[config.mk]
export PLATFORM = sky130hd
export DESIGN_NAME = rpas_sequencer
export DESIGN_NICKNAME = d
export VERILOG_FILES = /design/src/verilog/rpas_pkg.sv /design/src/verilog/rpas_sequencer.sv
export VERILOG_INCLUDE_DIRS = /design/src /design/src/verilog
export SDC_FILE = /design/constraint.sdc
export NUM_CORES = 1
export LEC_CHECK = 0
export BUFFER_PORTS_ARGS = -buffer_cell sky130_fd_sc_hd__buf_2
export CORE_MARGIN = 2
export CORE_UTILIZATION = 31
export CTS_CLUSTER_SIZE = 28
export DETAILED_ROUTE_END_ITERATION = 12
export PLACE_DENSITY = 0.47
export SLEW_MARGIN = 25
export SYNTH_ARGS = -nofsm -noshare
export SYNTH_HDL_FRONTEND = slang
export SYNTH_SLANG_ARGS = --single-unit
[constraint.sdc]
create_clock -name clk_i -period 8.3 [get_ports clk_i]
set_input_delay 2.075 -clock clk_i [delete_from_list [all_inputs] [get_ports clk_i]]
set_output_delay 2.075 -clock clk_i [all_outputs]
set_load 0.005 [all_outputs]
[src/verilog/rpas_map.svh]
// register map, field positions, mode codes and reset values of the playback sequencer
`ifndef RPAS_MAP_SVH
`define RPAS_MAP_SVH

// ----------------------------------------------------------------
// register byte offsets
// ----------------------------------------------------------------
`define RPAS_OFS_SEG0_ADDR 8'h00
`define RPAS_OFS_SEG0_CFG 8'h04
`define RPAS_OFS_SEG1_ADDR 8'h08
`define RPAS_OFS_SEG1_CFG 8'h0C
`define RPAS_OFS_CTRL 8'h10
`define RPAS_OFS_STATUS 8'h14

// ----------------------------------------------------------------
// field positions
// ----------------------------------------------------------------
`define RPAS_START_LSB 0
`define RPAS_END_LSB 16
`define RPAS_RATE_LSB 0
`define RPAS_MODE_LSB 16
`define RPAS_DEST_BIT 0
`define RPAS_CCI_LSB 8
`define RPAS_ST_SEL_BIT 12
`define RPAS_ST_RUN_BIT 13
`define RPAS_ST_DOWN_BIT 14
`define RPAS_ST_ZERO_BIT 15

// ----------------------------------------------------------------
// playback mode codes and reset values
// ----------------------------------------------------------------
`define RPAS_MODE_RAMP 3'h1
`define RPAS_MODE_BIDIR 3'h2
`define RPAS_MODE_CBIDIR 3'h3
`define RPAS_MODE_RECIRC 3'h4
`define RPAS_SEG_ADDR_RST 32'h00000000
`define RPAS_SEG_CFG_RST 32'h00000001
`define RPAS_CTRL_RST 32'h00000100

`endif

[src/verilog/rpas_pkg.sv]
// types shared by the playback sequencer
package rpas_pkg;
	typedef enum logic [1:0] {RPAS_IDLE, RPAS_ARMED, RPAS_RUN, RPAS_HALT} rpas_state_t;
	typedef logic [2:0] rpas_mode_t;
endpackage : rpas_pkg

[src/verilog/rpas_sequencer.sv]
// playback address sequencer: register port, trigger edges, step timer and address state machine
//
// Decided for this implementation: the address map and the address-and-strobe port.
`timescale 1ns/1ps
`include "rpas_map.svh"
module rpas_sequencer import rpas_pkg::*; #(
	parameter int ADDR_W = 10,
	parameter int RATE_W = 16,
	parameter int CCI_W = 6
) (
	// clock and reset
	input wire logic clk_i,
	input wire logic rst_n_i,
	// register port
	input wire logic [7:0] reg_addr_i,
	input wire logic [31:0] reg_wdata_i,
	input wire logic reg_wr_i,
	input wire logic reg_rd_i,
	output logic [31:0] reg_rdata_o,
	// update strobe and trigger pin
	input wire logic io_update_i,
	input wire logic ram_trigger_pin_i,
	// playback side
	output logic [ADDR_W-1:0] ram_addr_o,
	output logic sample_stb_o,
	output logic play_active_o,
	output logic dest_mult_o,
	output logic mult_zero_o
);
	localparam int TMR_W = RATE_W + CCI_W + 2;

	// ----------------------------------------------------------------
	// elaboration checks
	// ----------------------------------------------------------------
	// status packs the address below the flag bits at 12..15
	if (ADDR_W < 2 || ADDR_W > 12) begin : g_bad_addr
		$error("ADDR_W must lie in 2..12");
	end
	if (RATE_W < 1 || RATE_W > 16) begin : g_bad_rate
		$error("RATE_W must lie in 1..16");
	end
	if (CCI_W < 1 || CCI_W > 8) begin : g_bad_cci
		$error("CCI_W must lie in 1..8");
	end

	// step interval in clocks; baseband path steps every clock
	function automatic logic [TMR_W-1:0] rpas_period(input logic dest, input logic [CCI_W-1:0] r,
		input logic [RATE_W-1:0] m);
		logic [TMR_W-1:0] p;
		p = TMR_W'({r, 2'b00}) * TMR_W'(m);
		if (!dest || p == '0) begin
			p = TMR_W'(1);
		end
		return p;
	endfunction : rpas_period

	// mode field decode of a config word
	function automatic rpas_mode_t rpas_mode_of(input logic [31:0] cfg);
		return cfg[`RPAS_MODE_LSB +: 3];
	endfunction : rpas_mode_of

	function automatic logic rpas_valid(input rpas_mode_t m);
		return (m == `RPAS_MODE_RAMP) || (m == `RPAS_MODE_BIDIR) ||
			(m == `RPAS_MODE_CBIDIR) || (m == `RPAS_MODE_RECIRC);
	endfunction : rpas_valid

	// ----------------------------------------------------------------
	// register storage
	// ----------------------------------------------------------------
	logic [31:0] seg_addr_sh [2];
	logic [31:0] seg_cfg_sh [2];
	logic [31:0] ctrl_sh;
	logic [31:0] seg_addr_act [2];
	logic [31:0] seg_cfg_act [2];
	logic [31:0] ctrl_act;
	rpas_state_t state;
	logic seg_sel;
	logic dir_down;
	logic [TMR_W-1:0] tmr_cnt;

	// software writes land in shadow copies
	always_ff @(posedge clk_i) begin
		if (!rst_n_i) begin
			seg_addr_sh[0] <= `RPAS_SEG_ADDR_RST;
			seg_addr_sh[1] <= `RPAS_SEG_ADDR_RST;
			seg_cfg_sh[0] <= `RPAS_SEG_CFG_RST;
			seg_cfg_sh[1] <= `RPAS_SEG_CFG_RST;
			ctrl_sh <= `RPAS_CTRL_RST;
		end else if (reg_wr_i) begin
			case (reg_addr_i)
				`RPAS_OFS_SEG0_ADDR: seg_addr_sh[0] <= reg_wdata_i;
				`RPAS_OFS_SEG0_CFG: seg_cfg_sh[0] <= reg_wdata_i;
				`RPAS_OFS_SEG1_ADDR: seg_addr_sh[1] <= reg_wdata_i;
				`RPAS_OFS_SEG1_CFG: seg_cfg_sh[1] <= reg_wdata_i;
				`RPAS_OFS_CTRL: ctrl_sh <= reg_wdata_i;
				default: ;
			endcase
		end
	end

	// the update strobe commits shadows, so a half-written descriptor never plays
	always_ff @(posedge clk_i) begin
		if (!rst_n_i) begin
			seg_addr_act[0] <= `RPAS_SEG_ADDR_RST;
			seg_addr_act[1] <= `RPAS_SEG_ADDR_RST;
			seg_cfg_act[0] <= `RPAS_SEG_CFG_RST;
			seg_cfg_act[1] <= `RPAS_SEG_CFG_RST;
			ctrl_act <= `RPAS_CTRL_RST;
		end else if (io_update_i) begin
			seg_addr_act <= seg_addr_sh;
			seg_cfg_act <= seg_cfg_sh;
			ctrl_act <= ctrl_sh;
		end
	end

	// read data one cycle after the strobe, unmapped reads give zero
	always_ff @(posedge clk_i) begin
		if (!rst_n_i) begin
			reg_rdata_o <= 32'h00000000;
		end else if (reg_rd_i) begin
			case (reg_addr_i)
				`RPAS_OFS_SEG0_ADDR: reg_rdata_o <= seg_addr_sh[0];
				`RPAS_OFS_SEG0_CFG: reg_rdata_o <= seg_cfg_sh[0];
				`RPAS_OFS_SEG1_ADDR: reg_rdata_o <= seg_addr_sh[1];
				`RPAS_OFS_SEG1_CFG: reg_rdata_o <= seg_cfg_sh[1];
				`RPAS_OFS_CTRL: reg_rdata_o <= ctrl_sh;
				`RPAS_OFS_STATUS: begin
					reg_rdata_o <= 32'(ram_addr_o);
					reg_rdata_o[`RPAS_ST_SEL_BIT] <= seg_sel;
					reg_rdata_o[`RPAS_ST_RUN_BIT] <= play_active_o;
					reg_rdata_o[`RPAS_ST_DOWN_BIT] <= dir_down;
					reg_rdata_o[`RPAS_ST_ZERO_BIT] <= mult_zero_o;
				end
				default: reg_rdata_o <= 32'h00000000;
			endcase
		end else begin
			reg_rdata_o <= 32'h00000000;
		end
	end

	// ----------------------------------------------------------------
	// trigger synchroniser and edge detect
	// ----------------------------------------------------------------
	logic trig_s1;
	logic trig_s2;
	logic trig_s3;
	logic trig_rise;
	logic trig_fall;

	// edge detect looks only at the second and third stages
	always_ff @(posedge clk_i) begin
		if (!rst_n_i) begin
			trig_s1 <= 1'b0;
			trig_s2 <= 1'b0;
			trig_s3 <= 1'b0;
		end else begin
			trig_s1 <= ram_trigger_pin_i;
			trig_s2 <= trig_s1;
			trig_s3 <= trig_s2;
		end
	end
	assign trig_rise = trig_s2 & ~trig_s3;
	assign trig_fall = ~trig_s2 & trig_s3;

	// ----------------------------------------------------------------
	// start decode
	// ----------------------------------------------------------------
	logic start_evt;
	logic tgt_sel;
	rpas_mode_t tgt_mode;
	logic [ADDR_W-1:0] tgt_start;
	logic [ADDR_W-1:0] tgt_end;
	rpas_mode_t cur_mode;
	logic [ADDR_W-1:0] cur_start;
	logic [ADDR_W-1:0] cur_end;
	logic [TMR_W-1:0] period;
	logic tick;

	// on an update the fresh shadow values decide, since actives load this same edge
	always_comb begin
		start_evt = io_update_i | trig_rise | trig_fall;
		if (trig_rise) begin
			tgt_sel = 1'b0;
		end else if (trig_fall) begin
			tgt_sel = 1'b1;
		end else if (io_update_i && rpas_mode_of(seg_cfg_sh[0]) == `RPAS_MODE_BIDIR) begin
			tgt_sel = 1'b0;
		end else begin
			tgt_sel = seg_sel;
		end
		if (io_update_i) begin
			tgt_mode = rpas_mode_of(seg_cfg_sh[tgt_sel]);
			tgt_start = seg_addr_sh[tgt_sel][`RPAS_START_LSB +: ADDR_W];
			tgt_end = seg_addr_sh[tgt_sel][`RPAS_END_LSB +: ADDR_W];
		end else begin
			tgt_mode = rpas_mode_of(seg_cfg_act[tgt_sel]);
			tgt_start = seg_addr_act[tgt_sel][`RPAS_START_LSB +: ADDR_W];
			tgt_end = seg_addr_act[tgt_sel][`RPAS_END_LSB +: ADDR_W];
		end
		cur_mode = rpas_mode_of(seg_cfg_act[seg_sel]);
		cur_start = seg_addr_act[seg_sel][`RPAS_START_LSB +: ADDR_W];
		cur_end = seg_addr_act[seg_sel][`RPAS_END_LSB +: ADDR_W];
		period = rpas_period(ctrl_act[`RPAS_DEST_BIT], ctrl_act[`RPAS_CCI_LSB +: CCI_W],
			seg_cfg_act[seg_sel][`RPAS_RATE_LSB +: RATE_W]);
	end

	// ----------------------------------------------------------------
	// step timer
	// ----------------------------------------------------------------
	assign tick = (state == RPAS_RUN) && (tmr_cnt == period - TMR_W'(1));

	// a start event restarts the interval so the first step is a full one
	always_ff @(posedge clk_i) begin
		if (!rst_n_i || start_evt || tick || state != RPAS_RUN) begin
			tmr_cnt <= '0;
		end else begin
			tmr_cnt <= tmr_cnt + TMR_W'(1);
		end
	end

	// ----------------------------------------------------------------
	// address state machine
	// ----------------------------------------------------------------
	always_ff @(posedge clk_i) begin
		if (!rst_n_i) begin
			state <= RPAS_IDLE;
			seg_sel <= 1'b0;
			dir_down <= 1'b0;
			ram_addr_o <= '0;
			sample_stb_o <= 1'b0;
		end else if (start_evt) begin
			seg_sel <= tgt_sel;
			sample_stb_o <= 1'b0;
			if (!rpas_valid(tgt_mode)) begin
				state <= RPAS_IDLE;
			end else if (tgt_mode == `RPAS_MODE_BIDIR && trig_fall) begin
				state <= RPAS_RUN;
				dir_down <= 1'b1;
				ram_addr_o <= tgt_end;
				sample_stb_o <= 1'b1;
			end else if (tgt_mode == `RPAS_MODE_BIDIR && !trig_rise) begin
				state <= RPAS_ARMED;
			end else begin
				state <= RPAS_RUN;
				dir_down <= 1'b0;
				ram_addr_o <= tgt_start;
				sample_stb_o <= 1'b1;
			end
		end else if (tick) begin
			sample_stb_o <= 1'b1;
			case (cur_mode)
				`RPAS_MODE_RAMP, `RPAS_MODE_BIDIR: begin
					if (!dir_down && ram_addr_o == cur_end) begin
						state <= RPAS_HALT;
						sample_stb_o <= 1'b0;
					end else if (dir_down && ram_addr_o == cur_start) begin
						state <= RPAS_HALT;
						sample_stb_o <= 1'b0;
					end else if (dir_down) begin
						ram_addr_o <= ram_addr_o - ADDR_W'(1);
					end else begin
						ram_addr_o <= ram_addr_o + ADDR_W'(1);
					end
				end
				`RPAS_MODE_CBIDIR: begin
					if (!dir_down && ram_addr_o == cur_end) begin
						dir_down <= 1'b1;
						ram_addr_o <= ram_addr_o - ADDR_W'(1);
					end else if (dir_down && ram_addr_o == cur_start) begin
						dir_down <= 1'b0;
						ram_addr_o <= ram_addr_o + ADDR_W'(1);
					end else if (dir_down) begin
						ram_addr_o <= ram_addr_o - ADDR_W'(1);
					end else begin
						ram_addr_o <= ram_addr_o + ADDR_W'(1);
					end
				end
				`RPAS_MODE_RECIRC: begin
					if (ram_addr_o == cur_end) begin
						ram_addr_o <= cur_start;
					end else begin
						ram_addr_o <= ram_addr_o + ADDR_W'(1);
					end
				end
				default: begin
					state <= RPAS_IDLE;
					sample_stb_o <= 1'b0;
				end
			endcase
		end else begin
			sample_stb_o <= 1'b0;
		end
	end

	// with the multiplier destination set, multipliers see zero from an update until the next trigger change
	always_ff @(posedge clk_i) begin
		if (!rst_n_i) begin
			mult_zero_o <= 1'b0;
		end else if (trig_rise || trig_fall) begin
			mult_zero_o <= 1'b0;
		end else if (io_update_i) begin
			mult_zero_o <= ctrl_sh[`RPAS_DEST_BIT];
		end
	end

	assign play_active_o = (state == RPAS_RUN);
	assign dest_mult_o = ctrl_act[`RPAS_DEST_BIT];
endmodule : rpas_sequencer

==> impl_metrics.env <==
export IMPL_initial_core_util_pct=31.2
export IMPL_cts_root_buf="clkbuf_16"
export IMPL_ir_drop_uv=144
export IMPL_critPathLaunchType="flip-flop"
export IMPL_hold_viol=0
export IMPL_r2r_start="seg_sel$_SDFFE_PN0N_"
export IMPL_tritoncts="yes"
export IMPL_critical_path_buf_inv_count=2
export IMPL_switching_power_w=0.000798
export IMPL_io_pins=92
export IMPL_slew_headroom_pct=30.7
export IMPL_dieArea_um2=61100
export IMPL_comb_power_share_pct=4.2
export IMPL_die_w_um=247
export IMPL_swShare_pct=23.7
export IMPL_antenna_found_initial=7
export IMPL_clk_latency_ns=0.56
export IMPL_drt_initial_drc_count=1170
export IMPL_cp_arrival_ns=7.72
export IMPL_syn_area_um2=18300
export IMPL_clock_sinks=320
export IMPL_mostFrequentLayoutCells="481 x nand2_1, 319 x dfxtp_1, 240 x a21oi_1"
export IMPL_crit_type="flip-flop to flip-flop"
export IMPL_postRouteAntennaNets=0
export IMPL_finalCriticalPeriod_ns=7.30
export IMPL_setup_viol=0
export IMPL_gp_congestion=0.853
export IMPL_clkPwrFrac_pct=49.9
export IMPL_r2r_setup_slack_ns=1.0
export IMPL_max_freq_ghz=0.137
export IMPL_grt_overflow_total=0
export IMPL_hold_path_startpoint="trig_s1$_SDFF_PN0_"
export IMPL_ys_types=76
export IMPL_power_density_nw_per_um2=163
export IMPL_slew_violations=0
export IMPL_synth_area_per_cell_um2=8.19
export IMPL_cp_end_kind="flip-flop"
export IMPL_status="complete, no violations"
export IMPL_grt_pass1_vias=15800
export IMPL_path_delay_family="compound AO/OA/AOI/OAI gates"
export IMPL_syn_inst=2239
export IMPL_slowest_delay_ns=0.63
export IMPL_die_height_um=247
export IMPL_min_path_type="flip-flop to flip-flop"
export IMPL_worst_clock_skew_ns=0.0316
export IMPL_async_flop_share_pct=0
export IMPL_nets=2375
export IMPL_io_buffers=91
export IMPL_maxCapViolations=0
export IMPL_final_layout_size_suffix_gt1_share_pct=10.8
export IMPL_syn_to_final_growth_pct=12.6
export IMPL_p_int_w=0.00256
export IMPL_clk_pin_slew_ns=0.06
export IMPL_p_leak_nw=7.53
export IMPL_grt_max_degree=159
export IMPL_crit_top_cell="fa_1"
export IMPL_post_route_period_util_pct=88.0
export IMPL_cts_buffers=38
export IMPL_synthesis_nets=2377
export IMPL_final_common_cell="nand2_1"
export IMPL_layout_cells_non_filler=3036
export IMPL_vias=16200
export IMPL_ys_ff_latch=320
export IMPL_cp_slowest_cell="dfxtp_2"
export IMPL_track_usage_pct=20.4
export IMPL_worstRegToRegCells=21
export IMPL_ctsResizeCount=0
export IMPL_rsz0062_at_grt="no"
export IMPL_hold_buffers=0
export IMPL_post_cts_buffers=0
export IMPL_routed_wl_um=62800
export IMPL_htreeDepth=2
export IMPL_via_per_inst=5.34
export IMPL_worst_slew_pin_slew_ns=1.04
export IMPL_seq_area_frac_synth_pct=34.9
export IMPL_hold_end="trig_s2$_SDFF_PN0_"
export IMPL_cp_required_ns=8.72
export IMPL_whs_path_depth=1
export IMPL_cts_buffer_depth=3
export IMPL_crit_chain="mux2_2 -> nand2_1 -> fa_1 -> fa_1 -> fa_1 -> inv_1 -> ha_1 -> a21o_1 -> a31o_1 -> or3_1 -> a221oi_2 -> and4_1 -> and3_1 -> a31oi_1 -> a211oi_1 -> o31a_1 -> o2111ai_1 -> o21a_1 -> nand3_1 -> buf_4 -> nor2_1"
export IMPL_crit_start="seg_sel$_SDFFE_PN0N_"
export IMPL_r2r_end="tmr_cnt[14]$_SDFF_PP0_"
export IMPL_dp_hpwl_um=43500
export IMPL_synth_ff_type="dfxtp_1"
export IMPL_synth_edf_count=0
export IMPL_totalNegativeSetupSlack_ns=0
export IMPL_crit_cells=21
export IMPL_wl_per_cell_um=20.7
export IMPL_seqPwrFrac_pct=46.0
export IMPL_yosysWarnings=0
export IMPL_dp_cells=2970
export IMPL_drc=0
export IMPL_firstDrtPassIters=8
export IMPL_grt_pass1_wl_um=96300
export IMPL_path_max_fanout=24
export IMPL_num_rows=89
export IMPL_coreArea_um2=58800
==> power by group through the flow <==
stage          clock network, W  logic [W]  registers, W
6_report                0.00168   0.000139       0.00154
5_1_grt                 0.00177   0.000150       0.00154
4_1_cts                 0.00171   0.000139       0.00154
3_5_place_dp                  0   0.000139       0.00158
3_3_place_gp                  0   0.000138       0.00158
2_1_floorplan                 0  0.0000895       0.00157
==> logic make-up after synthesis <==
group           after synthesis  share of synthesized area [%]
simple gates                865                           20.1
compound gates              469                           16.0
flops                       320                           34.9
buf+inv                     230                           4.92
mux                         176                           11.3
fa+ha+maj                    92                           8.61
xor+xnor                     87                           4.15
==> layout make-up <==
class	instances	area [um2]
fill	6198	38200
sequential	320	6410
inverter	64	248
antenna	1	2.50
tap	773	967
multi-input combinational	1689	11100
timing repair buffer	124	709
clock buffer	55	1120
clock inverter	10	125
==> registers in the layout, summed over array words and instances (netlist names) <==
| register | flops |
|---|---|
| ctrl_act | 7 |
| ctrl_sh | 32 |
| dir_down | 1 |
| mult_zero_o | 1 |
| ram_addr_o | 10 |
| reg_rdata_o | 32 |
| sample_stb_o | 1 |
| seg_addr_act | 40 |
| seg_addr_sh | 64 |
| seg_cfg_act | 38 |
| seg_cfg_sh | 64 |
| seg_sel | 1 |
| state | 2 |
| tmr_cnt | 24 |
| trig_s1 | 1 |
| trig_s2 | 1 |
| trig_s3 | 1 |
==> worst max path at each step <==
| stage | to | slack (ns) |
|---|---|---|
| 2_1_floorplan | dir_down$_SDFFE_PN0P_ | 0.65 |
| 3_3_place_gp | tmr_cnt[22]$_SDFF_PP0_ | 1.21 |
| 3_5_place_dp | tmr_cnt[11]$_SDFF_PP0_ | 1.00 |
| 4_1_cts | tmr_cnt[14]$_SDFF_PP0_ | 0.99 |
| 5_1_grt | tmr_cnt[3]$_SDFF_PP0_ | 0.39 |
| 6_report | tmr_cnt[14]$_SDFF_PP0_ | 1.0 |
==> layer usage <==
layer,vias up,track usage (%),part of all wire (%)
met1,7943,28.5,47
met5,-,0,0.11
met4,10,6.50,2.8
li1,7716,-,-
met3,97,3.62,5.7
met2,436,31.9,44
==> Yosys cell counts, drive strengths merged (4+ instances only) <==
cell type,instances,area (um2)
a22oi,26,195
nor2,183,687
ha,35,438
nor4,8,50.1
a2111oi,5,62.6
mux2i,135,1350
nand2,484,1820
a211oi,11,82.6
mux2,18,203
a31o,4,35.0
o21a,9,67.6
clkbuf,134,504
inv,64,240
nand2b,10,62.6
nand4,27,169
a21oi,240,1200
a222oi,21,210
a31oi,9,56.3
nor2b,11,68.8
xnor2,50,438
a221oi,11,103
o2111ai,7,61.3
xor2,37,324
o221ai,4,35.0
mux4,23,518
nand3,47,235
o211ai,11,82.6
and2,27,169
and3,13,81.3
fa,57,1140
or3,10,62.6
dfxtp,320,6410
and4,4,35.0
a21o,15,113
o21ai,61,309
nand3b,6,45.0
nor3,22,110
buf,32,158
==> stage by stage <==
step	hold slack (ns)	cell area, um2	utilization [%]	total power, W	setup slack (ns)
after floorplan	0.412	18300	-	0.00166	0.652
after global placement	0.430	19400	33.0	0.00172	1.21
after detailed placement	0.417	19400	33.0	0.00172	1.00
after CTS	0.450	20600	35.1	0.00340	0.990
after global routing	0.463	20600	35.1	0.00347	0.386
final	0.447	20600	35.1	0.00336	0.996
Note: power is estimated with default switching activity, not from simulation.
